<file path="config.mk">
export PLATFORM = sky130hd
export DESIGN_NAME = line_interrupt_enable_mask
export DESIGN_NICKNAME = d
export VERILOG_FILES = /design/src/hdl/line_irq_pkg.sv /design/src/hdl/line_interrupt_enable_mask.sv
export VERILOG_INCLUDE_DIRS = /design/src /design/src/hdl
export SDC_FILE = /design/constraint.sdc
export NUM_CORES = 1
export LEC_CHECK = 0
export BUFFER_PORTS_ARGS = -buffer_cell sky130_fd_sc_hd__buf_4
export CELL_PAD_IN_SITES_DETAIL_PLACEMENT = 1
export CELL_PAD_IN_SITES_GLOBAL_PLACEMENT = 2
export CORE_UTILIZATION = 23
export DETAILED_ROUTE_END_ITERATION = 12
export HOLD_SLACK_MARGIN = 0.1
export PLACE_DENSITY = 0.82
export SLEW_MARGIN = 20
export SYNTH_ARGS = -nofsm -noshare
export SYNTH_HDL_FRONTEND = slang
export SYNTH_SLANG_ARGS = --single-unit
</file>
<file path="constraint.sdc">
create_clock -name core_clk -period 1.8 [get_ports core_clk]
set_clock_uncertainty 0.2 [all_clocks]
set_input_delay 0 -clock core_clk [delete_from_list [all_inputs] [get_ports core_clk]]
set_output_delay 0 -clock core_clk [all_outputs]
set_load 0.03 [all_outputs]
</file>
<file path="src/hdl/line_irq_defines.svh">
`ifndef LINE_IRQ_DEFINES_SVH
`define LINE_IRQ_DEFINES_SVH

// ----------------------------------------------------------------------
// Register indices; the byte address is four times the index.
// ----------------------------------------------------------------------
`define IDX_PEND2 10'h013
`define IDX_PEND3 10'h014
`define IDX_MASK2 10'h016
`define IDX_MASK3 10'h017
`define ADDR_W 12

// ----------------------------------------------------------------------
// Reset values and field layout.
// ----------------------------------------------------------------------
`define REG_RESET 8'h00
`define MASK3_RESET 3'h0
`define MASK3_W 3
`define ALARM_W 6
`define ALARM_LO 2
`define BIT_LOOP 1
`define BIT_RING 0
`define BIT_CALIB 2
`define BIT_INDIRECT 1
`define BIT_TONE 0

`endif

</file>
<file path="src/hdl/line_irq_pkg.sv">
`include "line_irq_defines.svh"

package line_irq_pkg;

  typedef struct packed {
    logic [7:0] mask2;
    logic [`MASK3_W-1:0] mask3;
    logic [7:0] pend2;
    logic [`MASK3_W-1:0] pend3;
    logic pready;
    logic pslverr;
    logic [31:0] prdata;
    logic irq;
  } irq_state_t;

endpackage : line_irq_pkg

</file>
<file path="src/hdl/line_interrupt_enable_mask.sv">
// Operation
// - Mask bits 7..2 gate alarms six to one
// - Mask bit 1 gates loop closure change
// - Mask bit 0 gates ring trip
// - Zero masks a source, one enables it
// - Second mask bit 2 gates calibration error
// - Reset clears every mask bit
// - Writing one clears a pending bit
// - Second mask bit 1 gates indirect done
// - Second mask bit 0 gates tone detect
// - Indirect completion sets its pending flag
//
// Design decision made here: the APB slave port.
`timescale 1ns/1ps
`default_nettype none
`include "line_irq_defines.svh"

module line_interrupt_enable_mask
  import line_irq_pkg::*;
(
  // Clock and reset
  input wire logic core_clk,
  input wire logic resetn,
  // APB slave
  input wire logic psel,
  input wire logic penable,
  input wire logic pwrite,
  input wire logic [`ADDR_W-1:0] paddr,
  input wire logic [31:0] pwdata,
  input wire logic [3:0] pstrb,
  output logic [31:0] prdata,
  output logic pready,
  output logic pslverr,
  // Event pulses from the line logic
  input wire logic [`ALARM_W-1:0] alarmEvent,
  input wire logic loopClosureEvent,
  input wire logic ringTripEvent,
  input wire logic calibErrorEvent,
  input wire logic indirectDoneEvent,
  input wire logic toneDetectEvent,
  // Interrupt
  output logic irqOut
);

  irq_state_t st_ff;
  irq_state_t nxt_st;

  logic setupPhase;
  logic accessPhase;
  logic wordAligned;
  logic hitPend2;
  logic hitPend3;
  logic hitMask2;
  logic hitMask3;
  logic regWrite;
  logic [7:0] wrByte;
  logic [7:0] set2;
  logic [`MASK3_W-1:0] set3;
  logic [7:0] clr2;
  logic [`MASK3_W-1:0] clr3;

  // ----------------------------------------------------------------------
  // Address decode.
  // ----------------------------------------------------------------------
  assign wordAligned = (paddr[1:0] == 2'h0);
  assign hitPend2 = wordAligned && (paddr[`ADDR_W-1:2] == `IDX_PEND2);
  assign hitPend3 = wordAligned && (paddr[`ADDR_W-1:2] == `IDX_PEND3);
  assign hitMask2 = wordAligned && (paddr[`ADDR_W-1:2] == `IDX_MASK2);
  assign hitMask3 = wordAligned && (paddr[`ADDR_W-1:2] == `IDX_MASK3);
  assign setupPhase = psel && !penable;
  assign accessPhase = psel && penable && st_ff.pready;
  assign regWrite = accessPhase && pwrite && pstrb[0] && !st_ff.pslverr;
  assign wrByte = pwdata[7:0];

  // ----------------------------------------------------------------------
  // Next state.
  // ----------------------------------------------------------------------
  always_comb
  begin
    nxt_st = st_ff;
    // The slave answers in the first access cycle, never later.
    nxt_st.pready = setupPhase;
    if (setupPhase)
    begin
      nxt_st.pslverr = !(hitPend2 || hitPend3 || hitMask2 || hitMask3);
      nxt_st.prdata = 32'h0000_0000;
      if (hitPend2)
      begin
        nxt_st.prdata[7:0] = st_ff.pend2;
      end
      else if (hitPend3)
      begin
        nxt_st.prdata[`MASK3_W-1:0] = st_ff.pend3;
      end
      else if (hitMask2)
      begin
        nxt_st.prdata[7:0] = st_ff.mask2;
      end
      else if (hitMask3)
      begin
        nxt_st.prdata[`MASK3_W-1:0] = st_ff.mask3;
      end
    end
    if (regWrite && hitMask2)
    begin
      nxt_st.mask2 = wrByte;
    end
    if (regWrite && hitMask3)
    begin
      nxt_st.mask3 = wrByte[`MASK3_W-1:0];
    end
    // Bit order of the alarm field: alarm six at bit 7, alarm one at bit 2.
    set2 = {alarmEvent, loopClosureEvent, ringTripEvent};
    set3 = {calibErrorEvent, indirectDoneEvent, toneDetectEvent};
    clr2 = (regWrite && hitPend2) ? wrByte : 8'h00;
    clr3 = (regWrite && hitPend3) ? wrByte[`MASK3_W-1:0] : `MASK3_RESET;
    // An event in the cycle of its clear wins over the clear.
    nxt_st.pend2 = (st_ff.pend2 & ~clr2) | set2;
    nxt_st.pend3 = (st_ff.pend3 & ~clr3) | set3;
    // A mask bit of one lets its pending bit through, zero blocks it.
    nxt_st.irq = (|(nxt_st.pend2 & nxt_st.mask2))
               | (|(nxt_st.pend3 & nxt_st.mask3));
  end

  // ----------------------------------------------------------------------
  // State register.
  // ----------------------------------------------------------------------
  always_ff @(posedge core_clk or negedge resetn)
  begin
    if (!resetn)
    begin
      st_ff.mask2 <= `REG_RESET;
      st_ff.mask3 <= `MASK3_RESET;
      st_ff.pend2 <= `REG_RESET;
      st_ff.pend3 <= `MASK3_RESET;
      st_ff.pready <= 1'b0;
      st_ff.pslverr <= 1'b0;
      st_ff.prdata <= 32'h0000_0000;
      st_ff.irq <= 1'b0;
    end
    else
    begin
      st_ff <= nxt_st;
    end
  end

  assign prdata = st_ff.prdata;
  assign pready = st_ff.pready;
  assign pslverr = st_ff.pslverr;
  assign irqOut = st_ff.irq;

  // ----------------------------------------------------------------------
  // Assertions.
  // ----------------------------------------------------------------------
  logic maskWrite;
  assign maskWrite = regWrite && (hitMask2 || hitMask3);
endmodule : line_interrupt_enable_mask
`default_nettype wire

</file>
==> run metrics, run 1 <==
Seq/Total Area, Yosys=0.454; Die ar.=slightly above 8000 um^2; clk slew on worst S/H paths=about 0.070 ns; final-stage net count=328; hold_ws=0.0518 ns; outcome=finished, violations left; Max clock buf depth=2; CTS tree=done; share of layout cells above drive strength 1=0.405; static leakage=1.26 nW; r2r endpoint=irqOut; I/O pin count=99; ANT nets after route=0; initial antenna violation count=0; worst reg2reg path startpoint=pslverr; VDD IR max=just over 0.0002 V; Mean Syn Cell Area=approximately 11 um^2; DR pass1 iterations=7; worst-path maximum fanout=5; number of synthesized flops with an enable pin=0; via/cell ratio=around 4.3; mapped cell area=around 1800 um^2; Post-synth ARST share=1.00; Worst Hold Depth=5; Num CTS Buffers=5; DR vias=1,563; Synth Warn #=0; Fin. Hold Viols=0; critical path endpoint category=register; DP HPWL=approximately 3800 um; slew margin rel.=0.555; clock sink total=33; clock root cell=clkbuf_8; largest net degree at the start of global routing=34; post-route DRC violation count=0; Iter 0 DRT Violations=50; failing checks=setup timing; placed cell areas=between 2000 and 2500 um^2; final setup margin=-0.499 ns; Buf/Inv on CP=1; grt total ovfl=0; max-slew violation count=0; count of different cell masters after synthesis=39; Hold Path Class=input port to register; Final setup viols=6; vias in the first global route=1,624; crit path DAT=~2.2 ns; max incr delay on CP=approximately 0.58 ns; die height=around 90 um; Total Routed Length=4990 um; total chip power=about 1.6 mW; antenna cell count=0; Setup crit start kind=input port; Core Area=7690 um^2; RSZ-0062 raised after global routing=true; slowest CP cell=or4_4; minimum clock period=around 2.3 ns; path depth of the worst reg2reg path=7; Top Family by Delay on Critical Path=simple AND/OR/NAND/NOR gates; Slew @ Worst Pin=0.667 ns; ys flop type=dfrtp_1; placed insts=333; routability cong.=roughly 0.8; max-cap viol count=0; worst skew pair latency=approximately 0.28 ns; register-to-register setup slack=-0.41 ns; Finished Layout Cells=366; DR WL/cell=13.6 um; min-delay src=paddr[3]; cells along the critical path=buf_6 > or4b_4 > or4_4 > nor2_4 > mux2_4 > a222oi_1 > nand4_1; H-Tree Depth=2; port bufs=47; die width=91.0 um; pwr/cell area=about 570 nW/um^2; Layout area overhead=51.3%; FF+latch count, synth=33; first-pass GRT wire length=between 7000 and 8000 um; Global Route Usage Sum=0.123; Worst Hold Path EP=st_ff[37]; Row Count=32; synthesized instance count=~170; fin area=about 2800 um^2; initial core utilization=0.237; f_max=435 MHz; final worst path period share=1.28; Crit Path Class=input port to register; Req. time, crit path=roughly 1.7 ns
## cells in the mapped netlist, types with 2 or more instances
library cell | number | area (um^2)
dfrtp_1 | 33 | 826
buf_4 | 32 | 240
nand2_1 | 12 | 45.0
nand3_1 | 11 | 55.1
o21ai_1 | 9 | 45.0
a21o_1 | 8 | 60.1
a22oi_1 | 7 | 52.6
a221oi_1 | 6 | 52.6
mux2_1 | 5 | 56.3
clkbuf_1 | 4 | 15.0
a21oi_1 | 3 | 15.0
a22o_1 | 3 | 26.3
buf_2 | 3 | 15.0
inv_1 | 3 | 11.3
mux2_2 | 3 | 33.8
nor2_1 | 3 | 11.3
nor2b_1 | 3 | 18.8
and2_1 | 2 | 12.5
nor4_4 | 2 | 42.5
o21ai_0 | 2 | 10.0
## registers in the layout (all words and copies together), names as in the netlist
name     flops
irqOut       1
prdata       8
pslverr      1
st_ff       22
pready       1
## worst max-delay path by stage
stage                          from     end  slack, ns  cells past startpoint
final                     paddr[10]  irqOut      -0.50                      7
after global routing      paddr[10]  irqOut      -0.58                      7
after CTS                 paddr[10]  irqOut      -0.49                      7
after detailed placement   paddr[7]  irqOut      -0.82                      8
after global placement     paddr[7]  irqOut      -0.72                      7
after floorplan            paddr[7]  irqOut      -0.67                      7
## cell usage in the layout (no fill, tap or decap), types with 2 or more instances in the layout
master	count
nand2_1	12
dlygate4sd3_1	21
inv_1	3
buf_4	70
nor4_4	3
a21o_1	8
mux2_2	4
nand3_1	10
a221oi_1	3
dfrtp_1	33
clkbuf_8	6
o21ai_1	10
and2_1	2
buf_6	10
a221oi_2	3
mux2_4	2
nor2_1	3
a22o_1	3
mux2_1	2
nor2b_1	3
a22oi_1	6
conb_1	24
or4b_4	2
a21oi_1	3
## metrics by stage
step                      utilization  worst slack (ns)  setup TNS, ns
after floorplan                     -            -0.670          -2.41
after global placement          0.302            -0.724          -6.83
after detailed placement        0.302            -0.822          -7.61
after CTS                       0.348            -0.486         -0.486
after global routing            0.358            -0.581          -1.29
final                           0.358            -0.499         -0.807
## repair_timing
item	CTS	global route
pin swaps	7	8
endpoints found under the setup margin	7	15
buffers inserted	2	3
resized for setup	7	14
hold buffers	21	0
hold endpoints to repair	56	0
## power breakdown
part           switching, mW  internal, mW  leakage (nW)  total [mW]
logic                  0.141         0.110         0.816       0.251
registers            0.00210         0.745         0.400       0.748
clock network          0.261         0.303        0.0443       0.564
## worst register-to-register path, cell delays in order (launching register included)
cell and delay, ns:
dfrtp_1 0.36, and3b_1 0.24, buf_4 0.16, and2_1 0.21, buf_4 0.16, a221oi_1 0.60
a2111oi_4 0.08, nand4_1 0.14
## layout make-up
type / count / area (um^2)
clock buffer: 7 / 86.3
fill: 880 / 4930
multi-input combinational: 120 / 856
sequential: 33 / 826
tap: 102 / 128
timing repair buffer: 101 / 848
inverter: 3 / 11.3
## per-layer routing
metal	vias up	global-route usage	wire length [um]
li1	751	-	-
met1	745	0.154	2170
met2	59	0.212	2480
met3	8	0.0218	251
met4	0	0.0437	84
met5	-	0	0
## kinds of logic (layout without fill, tap and decap cells)
group,Yosys count,after routing,share of synthesized area
multiplexers,8,8,0.0495
flip-flops,33,33,0.454
buffers and inverters,43,111,0.161
other,1,24,0.00206
AND/OR/NAND/NOR,46,46,0.168
AO/OA/AOI/OAI,42,42,0.166
Note: power is estimated with default switching activity, not from simulation.
==> run 2: changes to the inputs <==
--- a/config.mk
+++ b/config.mk
@@ -6,13 +6,14 @@
 export SDC_FILE = /design/constraint.sdc
 export NUM_CORES = 1
 export LEC_CHECK = 0
+export ABC_AREA = 1
 export BUFFER_PORTS_ARGS = -buffer_cell sky130_fd_sc_hd__buf_4
 export CELL_PAD_IN_SITES_DETAIL_PLACEMENT = 1
 export CELL_PAD_IN_SITES_GLOBAL_PLACEMENT = 2
-export CORE_UTILIZATION = 23
+export CORE_UTILIZATION = 22
 export DETAILED_ROUTE_END_ITERATION = 12
 export HOLD_SLACK_MARGIN = 0.1
-export PLACE_DENSITY = 0.82
+export PLACE_DENSITY = 0.83
 export SLEW_MARGIN = 20
 export SYNTH_ARGS = -nofsm -noshare
 export SYNTH_HDL_FRONTEND = slang
==> run 2 against run 1 <==
Against the previous run:
- the run still ends with setup timing left
- global-route usage down 1.0 points
- cell count grew 21%
- clock power up 24%
- sequential share of layout area is 0.11 points higher
- non-clock buffer count shrank 20
- sequential power up 3%
- total power rose by 14%
- synthesized area is 9.0% higher
- combinational power increased by 27%
- wire length up 2.5%
- critical endpoint unchanged
- largest power group unchanged
==> run metrics, run 2 <==
outcome=finished, violations left; failing checks=setup timing; vias in the first global route=approximately 1,800; Synth Warn #=0; DP HPWL=~4000 um; Post-synth ARST share=1.00; final setup margin=-0.0332 ns; Core Area=around 8700 um^2; Num CTS Buffers=5; Row Count=34; Synth top cells by count=78 x nand2_1, 33 x buf_4, 33 x dfrtp_1; final-stage net count=slightly below 400; via/cell ratio=4.10; port bufs=47; post-route DRC violation count=0; Seq/Total Area, Yosys=0.416; static leakage=1.42 nW; Crit Path Class=register to register; Die ar.=9400 um^2; max reg flops=22; Setup crit start kind=register; RSZ-0062 raised after global routing=true; initial antenna violation count=0; share of layout cells above drive strength 1=0.251; Hold-fix buffers, CTS=25; final setup TNS=-0.0332 ns; Largest Register=st_ff; final worst path period share=1.02; Max clock buf depth=2; slowest CP cell=dfrtp_1; Worst Hold Depth=6; Global Route Usage Sum=0.113; Place WS=-0.0731 ns; VDD IR max=~0.00028 V; count of different cell masters after synthesis=28; Layout area overhead=38.3%; minimum clock period=~1.8 ns; hold_ws=around 0.012 ns; number of synthesized flops with an enable pin=0; ANT nets after route=0; fillers=around 1,100; DR WL/cell=around 12 um; commonest non-fill, non-tap cells in the layout=76 x nand2_1, 53 x buf_4, 33 x dfrtp_1; clk slew on worst S/H paths=approximately 0.080 ns; crit path DAT=~1.8 ns; Yosys top cell by area=dfrtp_1; I/O pin count=99; FF+latch count, synth=33; path depth of the worst reg2reg path=11; most common cell in the netlist=nand2_1; Hold Path Class=input port to register; DR vias=roughly 1,800; Final setup viols=1; worst skew pair latency=around 0.29 ns; Fin. Hold Viols=0; largest registers=st_ff: 22 flops, prdata: 8 flops; DR pass1 iterations=4; post-synth top area share=0.416; die width=97.0 um; clock sink total=33; worst-path maximum fanout=6; die height=roughly 97 um; routability cong.=around 0.76; mapped cell area=around 2000 um^2; cells along the critical path=nor2_1 > nand2_1 > nor2_4 > buf_6 > nand4_1 > nand2_1 > nand2_1 > nand2_1 > nand2_1 > nor2_1 > nand3_1; f_max=between 500 and 600 MHz; max-cap viol count=0; clock root cell=clkbuf_8; total chip power=around 1.8 mW; Req. time, crit path=between 1.5 and 2 ns; commonest non-fill, non-tap cell in the layout=nand2_1; Area contributors post-synth=dfrtp_1 42%, nand2_1 15%, buf_4 12%; Worst path most repeated cell=nand2_1; Iter 0 DRT Violations=88; largest net degree at the start of global routing=34; pwr/cell area=about 650 nW/um^2; synthesized instance count=between 200 and 300; max incr delay on CP=between 0.3 and 0.4 ns; Mean Syn Cell Area=about 7.7 um^2; first-pass GRT wire length=approximately 8600 um; Total Routed Length=a little over 5000 um; CTS tree=done; initial core utilization=0.228; ys flop type=dfrtp_1; grt total ovfl=0; critical path endpoint category=register; H-Tree Depth=2; antenna cell count=0; max-slew violation count=0
## run 2: changes by cell type in the layout (fill, tap and decap cells not counted), moves of 6 or more
| cell | before | now |
|---|---|---|
| buf_4 | 70 | 53 |
| nor2_1 | 3 | 16 |
| a22oi_1 | 6 | 0 |
| buf_6 | 10 | 3 |
| o21ai_0 | 1 | 11 |
| nand2_1 | 12 | 76 |
| a21o_1 | 8 | 0 |
| inv_1 | 3 | 31 |
| nand4_1 | 1 | 11 |
## run 2: final timing paths
check / start / endpoint / slack [ns]
max: pslverr / irqOut / -0.03
min: paddr[3] / st_ff[35] / 0.01
max reg2reg: pslverr / irqOut / -0.03
min reg2reg: st_ff[43] / st_ff[43] / 0.30
max in group asynchronous: resetn / st_ff[56] / 0.57
min in group asynchronous: resetn / st_ff[39] / 0.53
## run 2: cell type report
class	instances	area (um^2)	area share
timing repair buffer	81	682	0.248
sequential	33	826	0.301
inverter	34	133	0.0483
tap	108	135	0.0492
clock inverter	3	46.3	0.0169
multi-input combinational	178	855	0.311
clock buffer	5	68.8	0.0251
## run 2: critical path: cells and delay by family (launching register included)
family / cells / cell delay, ns
AND/OR/NAND/NOR: 10 / 0.97
flip-flops: 1 / 0.39
buffers and inverters: 1 / 0.16
## run 2: routing by layer
metal	part of all wire	vias up	track usage
met5	0	-	0
met4	0.011	0	0.0344
met3	0.043	4	0.0166
met2	0.51	50	0.205
met1	0.44	853	0.137
li1	-	907	-
## run 2: cell families (layout without fill, tap and decap cells)
kind of cell,after synthesis,after routing,share of synthesized area
and+or+nand+nor,127,127,0.306
buffers and inverters,69,123,0.199
DFF,33,33,0.416
AOI/OAI and AO/OA,27,27,0.0763
other,1,24,0.00189
## run 2: repair_timing
action | CTS | global route
buffers inserted | 2 | 2
endpoints found under the setup margin | 1 | 2
pin swaps | 3 | 8
endpoints found under the hold margin | 66 | 13
resized for setup | 5 | 3
## run 2: where the power goes
group	leakage (nW)	total, mW	switching (mW)	internal (mW)
registers	0.369	0.767	0.00931	0.758
logic	0.992	0.318	0.188	0.130
clock network	0.0543	0.701	0.287	0.414
## run 2: through the flow
stage	util	std cells	instance area [um^2]
global route	0.315	442	2750
CTS	0.312	440	2730
detailed placement	0.268	405	2330
floorplan	-	280	2070
finish	0.315	442	2750
global placement	0.268	405	2330
==> run 3: changes to the inputs <==
--- a/config.mk
+++ b/config.mk
@@ -13,7 +13,7 @@
 export CORE_UTILIZATION = 22
 export DETAILED_ROUTE_END_ITERATION = 12
 export HOLD_SLACK_MARGIN = 0.1
-export PLACE_DENSITY = 0.83
+export PLACE_DENSITY = 0.85
 export SLEW_MARGIN = 20
 export SYNTH_ARGS = -nofsm -noshare
 export SYNTH_HDL_FRONTEND = slang
==> run 3 against run 2 <==
Against the previous run:
- the flow finishes with violations (hold timing, setup timing)
- register-to-register slack lost 0.02 ns
- fmax is 0.89% lower
- cell area down 1.9%
- total power shrank 4.7%
- cell count down 0.68%
- wire length up 4.1%
- global-route usage rose by 0.63 points
- flip-flop and latch count unchanged
- clock power down 12%
- count of clock-buffer cells in the layout up 2
- sequential share of layout area rose by 0.57 points
- critical path type unchanged
- largest cell class unchanged
- largest power group unchanged
==> run metrics, run 3 (synthesis gave the netlist of run 2 again) <==
largest net degree at the start of global routing=34; die height=a little under 100 um; static leakage=~1.4 nW; first-pass GRT wire length=9160 um; Max clock buf depth=2; minimum clock period=~1.8 ns; DR vias=about 1,800; via/cell ratio=between 4 and 5; Worst path most repeated cell=nand2_1; Final setup viols=1; Req. time, crit path=approximately 1.8 ns; die width=~97 um; outcome=finished, violations left; hold_ws=-0.00708 ns; final setup margin=-0.0496 ns; Fin. Hold Viols=1; final worst path period share=1.03; clock root cell=clkbuf_8; clk slew on worst S/H paths=roughly 0.070 ns; share of layout cells above drive strength 1=0.242; largest registers=st_ff: 22 flops, prdata: 8 flops; crit path DAT=~1.8 ns; Finished Layout Cells=439; Layout area overhead=35.8%; register-to-register setup slack=-0.05 ns; Total Routed Length=5320 um; r2r endpoint=irqOut; Core Area=8720 um^2; max-slew violation count=0; post-route DRC violation count=0; Hold Path Class=input port to register; commonest non-fill, non-tap cells in the layout=78 x nand2_1, 53 x buf_4, 33 x dfrtp_1; initial antenna violation count=0; H-Tree Depth=2; Num CTS Buffers=5; ANT nets after route=0; grt total ovfl=0; Row Count=34; VDD IR max=~0.00023 V; worst-path maximum fanout=5; f_max=~540 MHz; Worst Hold Path EP=st_ff[49]; Worst Hold Depth=4; Hold-fix buffers, CTS=25; Die ar.=about 9400 um^2; commonest non-fill, non-tap cell in the layout=nand2_1; routability cong.=slightly below 0.8; max-cap viol count=0; Crit Path Class=register to register; DP HPWL=between 4000 and 5000 um; Iter 0 DRT Violations=49; cells along the critical path=nor2_1 > nand2_1 > nor2_4 > buf_4 > nand4_1 > nand2_1 > nand2_1 > nand2_1 > nand2_1 > nor2_1 > nand3_1; clock sink total=33; vias in the first global route=1,950; Setup crit start kind=register; RSZ-0062 raised after global routing=true; DR pass1 iterations=4; Top Family by Delay on Critical Path=simple AND/OR/NAND/NOR gates; Place WS=-0.0663 ns; worst reg2reg path startpoint=pslverr; path depth of the worst reg2reg path=11; critical path endpoint category=register; port bufs=47; initial core utilization=0.228; max incr delay on CP=around 0.4 ns; final setup TNS=-0.0496 ns; I/O pin count=slightly below 100; failing checks=hold timing, setup timing; max reg flops=22; worst skew pair latency=around 0.28 ns; Global Route Usage Sum=0.119; final-stage net count=roughly 400; min-delay src=paddr[2]; Buf/Inv on CP=1; antenna cell count=0; CTS tree=done; DR WL/cell=12.1 um; Largest Register=st_ff; final core occ=0.309; pwr/cell area=roughly 630 nW/um^2; placed insts=between 400 and 500; slowest CP cell=dfrtp_1
[run 3: changes by cell type in the layout (fill, tap and decap cells not counted), sizes merged]
cell and change:
bufinv -1, dlygate4sd3 -1, buf -2, clkbuf +2, clkinvlp -1
[run 3: through the flow]
| stage | power (mW) | instance area (um^2) |
|---|---|---|
| after floorplan | 0.986 | 2070 |
| final | 1.70 | 2690 |
| after global routing | 1.77 | 2690 |
| after detailed placement | 1.06 | 2330 |
| after CTS | 1.73 | 2690 |
| after global placement | 1.05 | 2330 |
[run 3: tightest hold or removal path: cells and delay by family]
family	cells	cell delay, ns
AOI/OAI and AO/OA	1	0.09
buffers and inverters	1	0.09
and+or+nand+nor	2	0.24
[run 3: how the worst max path moves through the flow]
stage | start | endpoint | slack (ns) | cells past startpoint
2_1_floorplan | pready | irqOut | 0.01 | 12
3_3_place_gp | pslverr | irqOut | 0.01 | 11
3_5_place_dp | pslverr | irqOut | -0.07 | 11
4_1_cts | pslverr | irqOut | -0.09 | 11
5_1_grt | pready | irqOut | -0.20 | 12
6_report | pslverr | irqOut | -0.05 | 11
[run 3: report_power, final]
group / total (mW) / switching [mW] / internal [mW] / leakage [nW]
Sequential: 0.767 / 0.00908 / 0.758 / 0.369
Clock: 0.619 / 0.273 / 0.346 / 0.0542
Combinational: 0.316 / 0.189 / 0.128 / 0.972
[run 3: per-layer routing]
layer,global-route usage,routed length [um],vias to the layer above
li1,-,-,895
met1,0.144,2310,846
met2,0.220,2750,48
met3,0.0173,224,2
met4,0.0310,34,0
met5,0,0,-
[run 3: area by class of cell]
type	count	area, um^2
Inverter	34	133
Tap cell	108	135
Timing Repair Buffer	78	649
Fill cell	1061	6030
Sequential cell	33	826
Multi-Input combinational cell	178	850
Clock inverter	1	5.00
Clock buffer	7	96.3
[run 3: what timing repair did]
action | CTS | global route
setup buffers | 0 | 2
pin swaps | 0 | 3
endpoints found under the hold margin | 66 | 14
setup endpoints to repair | 1 | 3
resized for setup | 0 | 2
